<file path="src/inc/rpm_pkg.sv">
package rpm_pkg;

  // ==========================================================================
  // Register addresses as seen by the serial engine.
  // ==========================================================================
  localparam logic [7:0] RPM_ADDR_STATUS_RD   = 8'h30;
  localparam logic [7:0] RPM_ADDR_CLK_CTRL_RD = 8'h31;
  localparam logic [7:0] RPM_ADDR_INT_CTRL_RD = 8'h32;
  localparam logic [7:0] RPM_ADDR_CLK_CTRL_WR = 8'hb1;
  localparam logic [7:0] RPM_ADDR_INT_CTRL_WR = 8'hb2;

  // ==========================================================================
  // Reset values.
  // ==========================================================================
  localparam logic [7:0] RPM_CLK_CTRL_RST = 8'h00;
  localparam logic [7:0] RPM_INT_CTRL_RST = 8'h00;

  // ==========================================================================
  // Interrupt control field positions.
  // ==========================================================================
  localparam int RPM_IC_WATCHDOG_BIT  = 7;
  localparam int RPM_IC_PDOWN_BIT     = 6;
  localparam int RPM_IC_PSENSE_BIT    = 5;
  localparam int RPM_IC_ALARM_BIT     = 4;
  localparam int RPM_IC_PERIODIC_MSB  = 3;
  localparam int RPM_IC_PERIODIC_LSB  = 0;
  localparam int RPM_PERIODIC_W       = 4;

  // ==========================================================================
  // Status field positions.
  // ==========================================================================
  localparam int RPM_ST_PERIODIC_BIT  = 0;
  localparam int RPM_ST_ALARM_BIT     = 1;
  localparam int RPM_ST_INT_TRUE_BIT  = 2;

  // ==========================================================================
  // Timing.
  // ==========================================================================
  localparam int RPM_CLK_MHZ          = 200;
  localparam int RPM_PSENSE_MIN_US    = 2680;
  localparam int RPM_PSENSE_MAX_US    = 4640;
  localparam int RPM_PSENSE_MAX_CYC   = RPM_PSENSE_MAX_US * RPM_CLK_MHZ;
  localparam int RPM_PSENSE_CNT_W     = 20;

  // ==========================================================================
  // Sequencer states.
  // ==========================================================================
  typedef enum logic [1:0] {
    RPM_ST_POR,
    RPM_ST_RUN,
    RPM_ST_BATT_WAIT,
    RPM_ST_PDOWN
  } rpm_state_type;

endpackage

</file>
<file path="src/core/rpm_sequencer.sv">
`timescale 1ns/100ps

module rpm_sequencer
  import rpm_pkg::*;
#(
  parameter int PSENSE_CYCLES = RPM_PSENSE_MAX_CYC
) (
  input  wire logic                      clk,
  input  wire logic                      sys_rst,
  input  wire logic                      por_done,
  input  wire logic                      system_supply_sense,
  input  wire logic                      line_in_window,
  input  wire logic                      clock_source,
  input  wire logic                      second_tick,
  input  wire logic                      alarm_match,
  input  wire logic                      periodic_tick,
  input  wire logic                      read_active,
  input  wire logic                      reg_rd,
  input  wire logic                      reg_wr,
  input  wire logic [7:0]                reg_addr,
  input  wire logic [7:0]                reg_wdata,
  output logic      [7:0]                reg_rdata,
  output logic                           buffered_clock_output,
  output logic                           supply_enable_output,
  output logic                           processor_reset_output,
  output logic                           serial_io_enable,
  output logic                           slave_select_enable,
  output logic                           counter_advance,
  output logic                           interrupt_n,
  output logic                           single_supply_mode,
  output logic      [7:0]                clock_control,
  output logic      [RPM_PERIODIC_W-1:0] periodic_select
);

  // ==========================================================================
  // Decode helper.
  // ==========================================================================
  function automatic logic hit(input logic [7:0] a, input logic [7:0] b);
    hit = (a == b);
  endfunction

  // ==========================================================================
  // Input synchronisation.
  // ==========================================================================
  logic [1:0] pin_sync;
  logic       supply_s;
  logic       line_s;

  rpm_sync3 #(
    .WIDTH    (2)
  ) u_sync (
    .clk      (clk),
    .sys_rst  (sys_rst),
    .async_in ({line_in_window, system_supply_sense}),
    .sync_out (pin_sync)
  );

  assign supply_s = pin_sync[0];
  assign line_s   = pin_sync[1];

  // ==========================================================================
  // State and registers.
  // ==========================================================================
  rpm_state_type                 state_q;
  rpm_state_type                 state_d;
  logic                          single_q;
  logic                          supply_prev_q;
  logic                          seen_low_q;
  logic [7:0]                    clk_ctrl_q;
  logic [7:0]                    int_ctrl_q;
  logic                          flag_periodic_q;
  logic                          flag_alarm_q;
  logic                          flag_int_true_q;
  logic                          alarm_pending_q;
  logic                          line_prev_q;
  logic [RPM_PSENSE_CNT_W-1:0]   psense_cnt_q;
  logic [7:0]                    rdata_q;
  logic                          buffered_clock_output_q;
  logic                          pse_q;
  logic                          processor_reset_output_q;
  logic                          sio_en_q;
  logic                          ss_en_q;
  logic                          advance_q;
  logic                          int_n_q;

  logic access_ok;
  logic wr_int_ctrl;
  logic rd_status;
  logic supply_rise;
  logic alarm_event;
  logic wake_irq;
  logic wake;
  logic psense_done;

  localparam logic [RPM_PSENSE_CNT_W-1:0] PSENSE_LAST =
    RPM_PSENSE_CNT_W'(PSENSE_CYCLES - 1);

  // Serial access is only honoured while fully operational.
  assign access_ok   = (state_q == RPM_ST_RUN);
  assign wr_int_ctrl = access_ok && reg_wr &&
                       hit(reg_addr, RPM_ADDR_INT_CTRL_WR);
  assign rd_status   = access_ok && reg_rd &&
                       hit(reg_addr, RPM_ADDR_STATUS_RD);
  assign supply_rise = supply_s && !supply_prev_q;

  // An alarm seen during a read is held and signalled once the read ends.
  assign alarm_event = !read_active &&
                       (alarm_match || alarm_pending_q);

  assign wake_irq = (int_ctrl_q[RPM_IC_ALARM_BIT] && flag_alarm_q) ||
                    (int_ctrl_q[RPM_IC_PERIODIC_MSB:RPM_IC_PERIODIC_LSB]
                     != '0 && flag_periodic_q);
  assign wake     = supply_s &&
                    (wake_irq || (seen_low_q && supply_rise));

  assign psense_done = int_ctrl_q[RPM_IC_PSENSE_BIT] && line_s &&
                       (line_s == line_prev_q) &&
                       (psense_cnt_q == PSENSE_LAST);

  // ==========================================================================
  // Power-mode sequencer.
  // ==========================================================================
  always_comb begin
    state_d = state_q;
    case (state_q)
      RPM_ST_POR: begin
        if (por_done) begin
          state_d = supply_s ? RPM_ST_RUN : RPM_ST_BATT_WAIT;
        end
      end
      RPM_ST_RUN: begin
        if (!single_q && !supply_s) begin
          state_d = RPM_ST_BATT_WAIT;
        end else if (wr_int_ctrl && reg_wdata[RPM_IC_PDOWN_BIT]) begin
          state_d = RPM_ST_PDOWN;
        end
      end
      RPM_ST_BATT_WAIT: begin
        if (supply_s) begin
          state_d = RPM_ST_RUN;
        end
      end
      RPM_ST_PDOWN: begin
        if (wake) begin
          state_d = RPM_ST_RUN;
        end
      end
      default: begin
        state_d = RPM_ST_POR;
      end
    endcase
  end

  always_ff @(posedge clk) begin
    if (sys_rst) begin
      state_q <= RPM_ST_POR;
    end else begin
      state_q <= state_d;
    end
  end

  // Mode is caught at the end of power-on reset.
  always_ff @(posedge clk) begin
    if (sys_rst) begin
      single_q <= 1'b0;
    end else if (state_q == RPM_ST_POR && por_done) begin
      single_q <= supply_s;
    end
  end

  // Supply loss during power-down, either seen directly or by power sense.
  always_ff @(posedge clk) begin
    if (sys_rst) begin
      supply_prev_q <= 1'b0;
      seen_low_q    <= 1'b0;
    end else begin
      supply_prev_q <= supply_s;
      if (state_q != RPM_ST_PDOWN) begin
        seen_low_q <= 1'b0;
      end else if (!supply_s || flag_int_true_q) begin
        seen_low_q <= 1'b1;
      end
    end
  end

  // ==========================================================================
  // Control registers.
  // ==========================================================================
  always_ff @(posedge clk) begin
    if (sys_rst) begin
      clk_ctrl_q <= RPM_CLK_CTRL_RST;
    end else if (access_ok && reg_wr &&
                 hit(reg_addr, RPM_ADDR_CLK_CTRL_WR)) begin
      clk_ctrl_q <= reg_wdata;
    end
  end

  always_ff @(posedge clk) begin
    if (sys_rst) begin
      int_ctrl_q <= RPM_INT_CTRL_RST;
    end else if (wr_int_ctrl) begin
      int_ctrl_q <= reg_wdata;
    end else if (state_q == RPM_ST_PDOWN && wake) begin
      int_ctrl_q[RPM_IC_PDOWN_BIT] <= 1'b0;
    end
  end

  // ==========================================================================
  // Status flags; a new event wins over the clearing read.
  // ==========================================================================
  always_ff @(posedge clk) begin
    if (sys_rst) begin
      alarm_pending_q <= 1'b0;
    end else if (!read_active) begin
      alarm_pending_q <= 1'b0;
    end else if (alarm_match) begin
      alarm_pending_q <= 1'b1;
    end
  end

  always_ff @(posedge clk) begin
    if (sys_rst) begin
      flag_alarm_q    <= 1'b0;
      flag_periodic_q <= 1'b0;
      flag_int_true_q <= 1'b0;
    end else begin
      if (alarm_event) begin
        flag_alarm_q <= 1'b1;
      end else if (rd_status) begin
        flag_alarm_q <= 1'b0;
      end
      if (periodic_tick) begin
        flag_periodic_q <= 1'b1;
      end else if (rd_status) begin
        flag_periodic_q <= 1'b0;
      end
      if (psense_done) begin
        flag_int_true_q <= 1'b1;
      end else if (rd_status) begin
        flag_int_true_q <= 1'b0;
      end
    end
  end

  // ==========================================================================
  // Line-input power sensing.
  // ==========================================================================
  always_ff @(posedge clk) begin
    if (sys_rst) begin
      line_prev_q  <= 1'b0;
      psense_cnt_q <= '0;
    end else begin
      line_prev_q <= line_s;
      if (!int_ctrl_q[RPM_IC_PSENSE_BIT]) begin
        psense_cnt_q <= '0;
      end else if (!line_s || line_s != line_prev_q) begin
        psense_cnt_q <= '0;
      end else if (psense_cnt_q != PSENSE_LAST) begin
        psense_cnt_q <= psense_cnt_q + 1'b1;
      end
    end
  end

  // ==========================================================================
  // Register read data.
  // ==========================================================================
  always_ff @(posedge clk) begin
    if (sys_rst) begin
      rdata_q <= 8'h00;
    end else if (access_ok && reg_rd) begin
      rdata_q <= 8'h00;
      case (reg_addr)
        RPM_ADDR_STATUS_RD: begin
          rdata_q[RPM_ST_PERIODIC_BIT] <= flag_periodic_q;
          rdata_q[RPM_ST_ALARM_BIT]    <= flag_alarm_q;
          rdata_q[RPM_ST_INT_TRUE_BIT] <= flag_int_true_q;
        end
        RPM_ADDR_CLK_CTRL_RD: begin
          rdata_q <= clk_ctrl_q;
        end
        RPM_ADDR_INT_CTRL_RD: begin
          rdata_q <= int_ctrl_q;
        end
        default: begin
          rdata_q <= 8'h00;
        end
      endcase
    end
  end

  // ==========================================================================
  // Output gating.
  // ==========================================================================
  always_ff @(posedge clk) begin
    if (sys_rst) begin
      buffered_clock_output_q <= 1'b0;
      pse_q    <= 1'b0;
      processor_reset_output_q   <= 1'b0;
    end else if (state_d == RPM_ST_RUN) begin
      buffered_clock_output_q <= clock_source;
      pse_q    <= 1'b1;
      processor_reset_output_q   <= supply_s;
    end else begin
      buffered_clock_output_q <= 1'b0;
      pse_q    <= 1'b0;
      processor_reset_output_q   <= 1'b0;
    end
  end

  always_ff @(posedge clk) begin
    if (sys_rst) begin
      sio_en_q <= 1'b0;
      ss_en_q  <= 1'b0;
    end else begin
      sio_en_q <= (state_d == RPM_ST_RUN);
      ss_en_q  <= (state_d == RPM_ST_RUN) ||
                  (state_d == RPM_ST_PDOWN);
    end
  end

  // The counters lose the tick rather than catch up after a read.
  always_ff @(posedge clk) begin
    if (sys_rst) begin
      advance_q <= 1'b0;
    end else begin
      advance_q <= second_tick && !read_active;
    end
  end

  always_ff @(posedge clk) begin
    if (sys_rst) begin
      int_n_q <= 1'b1;
    end else begin
      int_n_q <= !(wake_irq || flag_int_true_q);
    end
  end

  assign reg_rdata              = rdata_q;
  assign buffered_clock_output  = buffered_clock_output_q;
  assign supply_enable_output   = pse_q;
  assign processor_reset_output = processor_reset_output_q;
  assign serial_io_enable       = sio_en_q;
  assign slave_select_enable    = ss_en_q;
  assign counter_advance        = advance_q;
  assign interrupt_n            = int_n_q;
  assign single_supply_mode     = single_q;
  assign clock_control          = clk_ctrl_q;
  assign periodic_select        =
    int_ctrl_q[RPM_IC_PERIODIC_MSB:RPM_IC_PERIODIC_LSB];

endmodule

</file>
<file path="src/core/rpm_sync3.sv">
`timescale 1ns/100ps

// ============================================================================
// Three-stage synchroniser; a change is taken once stages two and three agree.
// ============================================================================
module rpm_sync3 #(
  parameter int WIDTH = 1
) (
  input  wire logic             clk,
  input  wire logic             sys_rst,
  input  wire logic [WIDTH-1:0] async_in,
  output logic      [WIDTH-1:0] sync_out
);

  logic [WIDTH-1:0] s1_q;
  logic [WIDTH-1:0] s2_q;
  logic [WIDTH-1:0] s3_q;
  logic [WIDTH-1:0] out_q;

  always_ff @(posedge clk) begin
    if (sys_rst) begin
      s1_q <= '0;
      s2_q <= '0;
      s3_q <= '0;
    end else begin
      s1_q <= async_in;
      s2_q <= s1_q;
      s3_q <= s2_q;
    end
  end

  always_ff @(posedge clk) begin
    if (sys_rst) begin
      out_q <= '0;
    end else begin
      for (int i = 0; i < WIDTH; i++) begin
        if (s2_q[i] == s3_q[i]) begin
          out_q[i] <= s3_q[i];
        end
      end
    end
  end

  assign sync_out = out_q;

endmodule

</file>
<file path="config.mk">
export PLATFORM = sky130hd
export DESIGN_NAME = rpm_sequencer
export DESIGN_NICKNAME = d
export VERILOG_FILES = /design/src/inc/rpm_pkg.sv /design/src/core/rpm_sequencer.sv /design/src/core/rpm_sync3.sv
export SDC_FILE = /design/constraint.sdc
export NUM_CORES = 1
export LEC_CHECK = 0
export BUFFER_PORTS_ARGS = -buffer_cell sky130_fd_sc_hd__buf_2
export CAP_MARGIN = 30
export CORE_MARGIN = 2
export CORE_UTILIZATION = 45
export CTS_BUF_LIST = sky130_fd_sc_hd__clkbuf_8
export DETAILED_ROUTE_END_ITERATION = 10
export PLACE_DENSITY_LB_ADDON = 0.25
export SYNTH_ARGS = -nofsm -noshare
export SYNTH_HDL_FRONTEND = slang
export SYNTH_SLANG_ARGS = --single-unit
</file>
<file path="constraint.sdc">
create_clock -name clk -period 2 [get_ports clk]
set_input_delay 0.1 -clock clk [delete_from_list [all_inputs] [get_ports clk]]
set_output_delay 0.1 -clock clk [all_outputs]
set_load 0.01 [all_outputs]
</file>
# Yosys cells after proc, flatten, opt, wreduce, memory -nomap -nowiden
# Cells that the tools add are included.
word_totals:
  latchBits: 0
  mem_bits_ro: 0
  in_bits: 28
  output_inout_bits: 28
  reg_bits: 69
  ram_bits: 0
  memories: 0
op_classes:
  n_mux: 16
  bitwise_logic: 3
  add_sub_neg: 1
  n_lt_le_gt_ge: 0
  n_shift: 0
  eq_ne: 17
  mul: 0
  div: 0
  n_reduce_logical: 42
op_table:
  columns: ["cell", "count"]
  rows:
  - ["$eq A8 B6 Y1 const B", 3]
  - ["$add A20 B1 Y20 const B", 1]
  - ["$eq A20 B20 Y1 const B", 1]
  - ["$ne A20 B20 Y1 const B", 1]
  - ["$logic_and A1 B1 Y1", 19]
  - ["$eq A8 B8 Y1 const B", 2]
  - ["$mux W2", 6]
  - ["$pmux W5 S2", 1]
  - ["$pmux W3 S3", 1]
  - ["$pmux W2 S4", 1]
  - ["$reduce_bool A2 Y1", 4]
  - ["$logic_or A1 B1 Y1", 7]
  - ["$mux W1", 7]
  - ["$eq A2 B2 Y1 const B", 3]
  - ["$logic_not A1 Y1", 6]
  - ["$reduce_or A2 Y1", 3]
  - ["$eq A2 B1 Y1 const B", 2]
  - ["$reduce_bool A4 Y1", 1]
  - ["$eq A1 B1 Y1", 3]
  - ["$not A1 Y1", 3]
  - ["$reduce_or A3 Y1", 1]
  - ["$logic_not A2 Y1", 1]
  - ["$ne A2 B2 Y1 const B", 1]
  - ["$ne A1 B1 Y1", 1]

# Longest topological paths before layout
logic_depth:
  ltp_word: 10
  ltp_mapped: 6
  ltp_nobuf: 5

# Hierarchy
# From an unflattened synthesis, not the netlist that was laid out.
hier_totals:
  hier_cells: 309
  area_unflattened_um2: 2917.8
by_module_without_submodules:
  columns: ["module", "instances", "area_per_inst_um2", "seq_area_each_um2", "cells_each"]
  rows:
  - ["rpm_sequencer", 1, 2690.1, 1201.2, 289]
  - ["rpm_sync3", 1, 227.7, 160.2, 20]

# Least setup slack after synthesis
# Ideal clock, no wire load.
synth_timing:
  path_kind: "register -> register"
  from: "register psense_cnt_q[0]"
  to: "register psense_cnt_q[16]"
  required_ns: 1.942
  setup_slack_ns: 0.440
  setup_ns: 0.058
  period_less_slack_ns: 1.560
  arrival_ns: 1.501
  path_buffers: 1
  stages_incl_launch_ff: 7
  path_cell_list: "dfxtp_1 ha_1 and3_1 and4_1 buf_2 nor4bb_1 o211a_1"
synth_between:
  elab_chain_cells: 1
  word_cells_on_any_way: 2
  cone_classes: "add/sub: 1; eq/ne: 1"
synth_rtl:
  columns: ["item", "line", "rtl"]
  rows:
  - ["from (decl)", "rpm_sequencer.sv:76", "logic [RPM_PSENSE_CNT_W-1:0] psense_cnt_q;"]
  - ["from (signal assigned)", "rpm_sequencer.sv:259", "psense_cnt_q <= psense_cnt_q + 1'b1;"]
  - ["$add A20 B1 Y20 / $ne A20 B20 Y1 (equally long branches)", "rpm_sequencer.sv:259, rpm_sequencer.sv:258", null]
# Parallel ways exist; a longest one is shown, timed or not.
# A chain may end at the register's enable or synchronous reset.

# Worst setup path in the final report
# Same ends and word-level chain as after synthesis.

==> summary.md <==
| Metric | Value |
|---|---|
| Outcome | complete, no violations |
| Vias/cell | 5.41 |
| Maximum net fanout on the critical path | 7 |
| Max Fclk | around 560 MHz |
| Total setup buffers inserted after CTS | 0 |
| Vias in the first global route | approximately 2300 |
| Share of cells above drive strength 1 | roughly a quarter |
| CP Launch Type | flop |
| Post-Route Skew | 9.48 ps |
| Pwr dens | approximately 730 mW/mm^2 |
| CTS tree | built |
| Unrepaired setup endpoints after global routing | no |
| TNS Setup | 0 ps |
| TritonRoute pass-1 iters | 4 |
| Detailed-route DRC error count | 0 |
| Endpoints failing setup | 0 |
| Seq/Total Area, Yosys | a little under half |
| Max rail drop VDD | 492 uV |
| Post-route ant nets | 0 |
| Combinational Power Share | under 10% |
| Switch share | about 22% |
| Final Power | between 2 and 3 mW |
| P_int | slightly below 2 mW |
| WHS | between 10 and 15 ps |
| Largest stage delay, worst path | slightly above 400 ps |
| Routed WL per cell | about 14 microns |
| Most used DFF post-synth | dfxtp_1 |
| CP Class | reg -> reg |
| Post-CTS resize count | 0 |
| Core Footprint | ~0.0063 sq mm |
| Leakage | between 1 and 1.5 nW |
| Critical-path top delay cell | dfxtp_1 |
| Synth top cells by count | dfxtp_1 (68), nor2_1 (31), mux2i_1 (20), nand2_1 (16), nand3_1 (11) |
| CP required | about 2300 ps |
| # diodes | 0 |
| Worst slew pin tran | 586 ps |
| Die W | roughly 84 microns |
| First-pass GRT wire length | 10.7 mm |
| Post-DP HPWL | roughly 4.5 mm |
| HP Class | in -> reg |
| Final hold viol count | 0 |
| Root Driver | clkbuf_8 |
| Die height | ~84 microns |
| Max Cap Viol | 0 |
| Clock Pin Slew Worst Setup and Hold Paths | around 70 ps |
| Post-synth design cell area | ~0.0029 sq mm |
| Rows | 29 |
| Endpoint type of the worst setup path | flop |
| Final non-filler cell total | 442 |
| Leading area contributor after synthesis | dfxtp_1 |
| Total track usage | 18.7% |
| Ys async rst share | 0% |
| Final core utilization | 55.4% |
| Post-synth EDFFs | 0 |
| Total number of vias | 2390 |
| Yosys cell types | 57 |
| Mapped Cells | around 300 |
| Max transition margin | a little over 60% |
| Starting density of the core | a little under half |
| Post-synth top area share | a little under half |
| Critical path arrival | about 2100 ps |
| Total die area | 0.00713 sq mm |
| I/O Buffers | 55 |
| Syn-to-layout area delta | 20.1% |
| Slew Limit Fails | 0 |
| Top-count cell post-synth | dfxtp_1 |
| H-tree levels | 3 |
| I/O pin cnt | 56 |
| CTS Buf Count | 9 |
| Filler instances | 590 |
| GRT overflow | 0 |
| Routed WL | between 6 and 7 mm |
| Longest Clk Path Bufs | 2 |
| Sink Count | 68 |
| Synth warn | 0 |
| Avg Cell Area, Syn | ~9.8 sq um |
| Antenna violations before repair | 0 |
| Synth area leaders | dfxtp_1 (47%), mux2i_1 (6.9%), nor2_1 (4.0%), o2bb2ai_1 (2.7%), nand2_1 (2.1%) |
| Part of the power in registers | ~54% |
| Largest net degree at the start of global routing | 22 |
| Cell chain of the critical path | ha_1, and3_1, and4_1, nor4bb_1, o211a_1 |
| Syn_nets | roughly 330 |
| Routability cong. | ~0.79 |
| Final period utilization | 89.2% |
| Inst Count DP | 420 |
| Switching Power | ~0.57 mW |
| Final nets | between 300 and 400 |
| Clock power share | 41.8% |
| Worst-Skew Late Latency | roughly 340 ps |
| DRT iter0 DRCs | 122 |
| Synthesized flop and latch total | 68 |
| Fin crit period | around 1800 ps |
## final cells by class
| type | instances | area [sq um] | share of cell area [%] |
|---|---|---|---|
| Multi-Input combinational cell | 206 | 1430 | 41.0 |
| Sequential cell | 68 | 1360 | 38.9 |
| Timing Repair Buffer | 70 | 403 | 11.5 |
| Clock buffer | 9 | 124 | 3.54 |
| Tap cell | 77 | 96.3 | 2.75 |
| Clock inverter | 7 | 60.1 | 1.72 |
| Inverter | 5 | 18.8 | 0.537 |
## power groups by stage
stage / clock network, mW / registers (mW) / logic (mW)
after global routing: 1.16 / 1.37 / 0.122
after detailed placement: 0 / 1.41 / 0.101
after CTS: 1.09 / 1.37 / 0.109
final: 1.06 / 1.37 / 0.110
after floorplan: 0 / 1.40 / 0.0545
after global placement: 0 / 1.41 / 0.0996
## critical path: cells and delay by family, from the launching register on
kind	cells	cell delay [ps]
AND/OR/NAND/NOR	3	960
flip-flops	1	410
adder cells (fa/ha/maj)	1	210
AO/OA/AOI/OAI	1	170
## registers in the layout (all words and copies together), names as in the netlist, 2 cells and up
signal / count
reg_rdata: 8
clock_control: 8
state_q: 2
u_sync.s1_q: 2
psense_cnt_q: 20
int_ctrl_q: 8
u_sync.sync_out: 2
u_sync.s3_q: 2
u_sync.s2_q: 2
## final timing paths
check                       start          endpoint  slack [ps]  cells after the start
setup reg to reg  psense_cnt_q[0]  psense_cnt_q[16]         220                      5
hold reg to reg    u_sync.s1_q[0]    u_sync.s2_q[0]         440                      1
setup / recovery  psense_cnt_q[0]  psense_cnt_q[16]         220                      5
hold / removal       reg_wdata[4]     int_ctrl_q[4]          10                      3
## placed cells by master (no fill, tap or decap), types with 2 or more instances in the layout
cell           count
dfxtp_1           68
buf_2             55
nor2_1            31
mux2i_1           20
nand2_1           16
nand3_1           11
a21oi_1           10
nor2b_1            9
o2bb2ai_1          9
o21ai_0            9
clkbuf_8           9
buf_4              9
inv_1              7
a31oi_1            7
nor3_1             6
dlygate4sd3_1      6
a21o_1             5
a211oi_1           5
and4_1             5
or3_1              4
and2_1             4
nand2b_1           3
a22oi_1            3
and3_1             3
nand4_1            3
xor2_1             3
clkinv_2           3
or4_1              2
nor4bb_1           2
o31ai_1            2
nor4_4             2
nor3b_1            2
o32ai_1            2
nor4b_1            2
a41o_1             2
a41oi_1            2
ha_1               2
## through the flow
step	worst slack [ps]	instance area (sq um)
5_1_grt	49.5	3500
2_1_floorplan	440	2910
6_report	217	3500
3_5_place_dp	256	3250
3_3_place_gp	316	3250
4_1_cts	226	3490
## kinds of logic (layout without fill, tap and decap cells)
kind of cell,after synthesis,count (layout),share of synthesized area [%]
compound gates,64,64,15.6
xor+xnor,4,4,1.20
fa+ha+maj,2,2,0.859
buf+inv,23,91,4.04
flops,68,68,46.7
mux,20,20,6.87
simple gates,116,116,24.7
## layer usage
layer,vias to the layer above,track usage (%),routed length [microns]
li1,1215,-,-
met1,1117,23.3,2870
met2,52,30.4,2950
met3,6,6.98,352
met4,0,5.48,70
met5,-,0,0
## what timing repair did
| action | 4_1_cts | 5_1_grt |
|---|---|---|
| hold buffers | 5 | 1 |
| setup endpoints to repair | 0 | 0 |
| endpoints found under the hold margin | 6 | 1 |
Power figures use the tool's default switching activity.
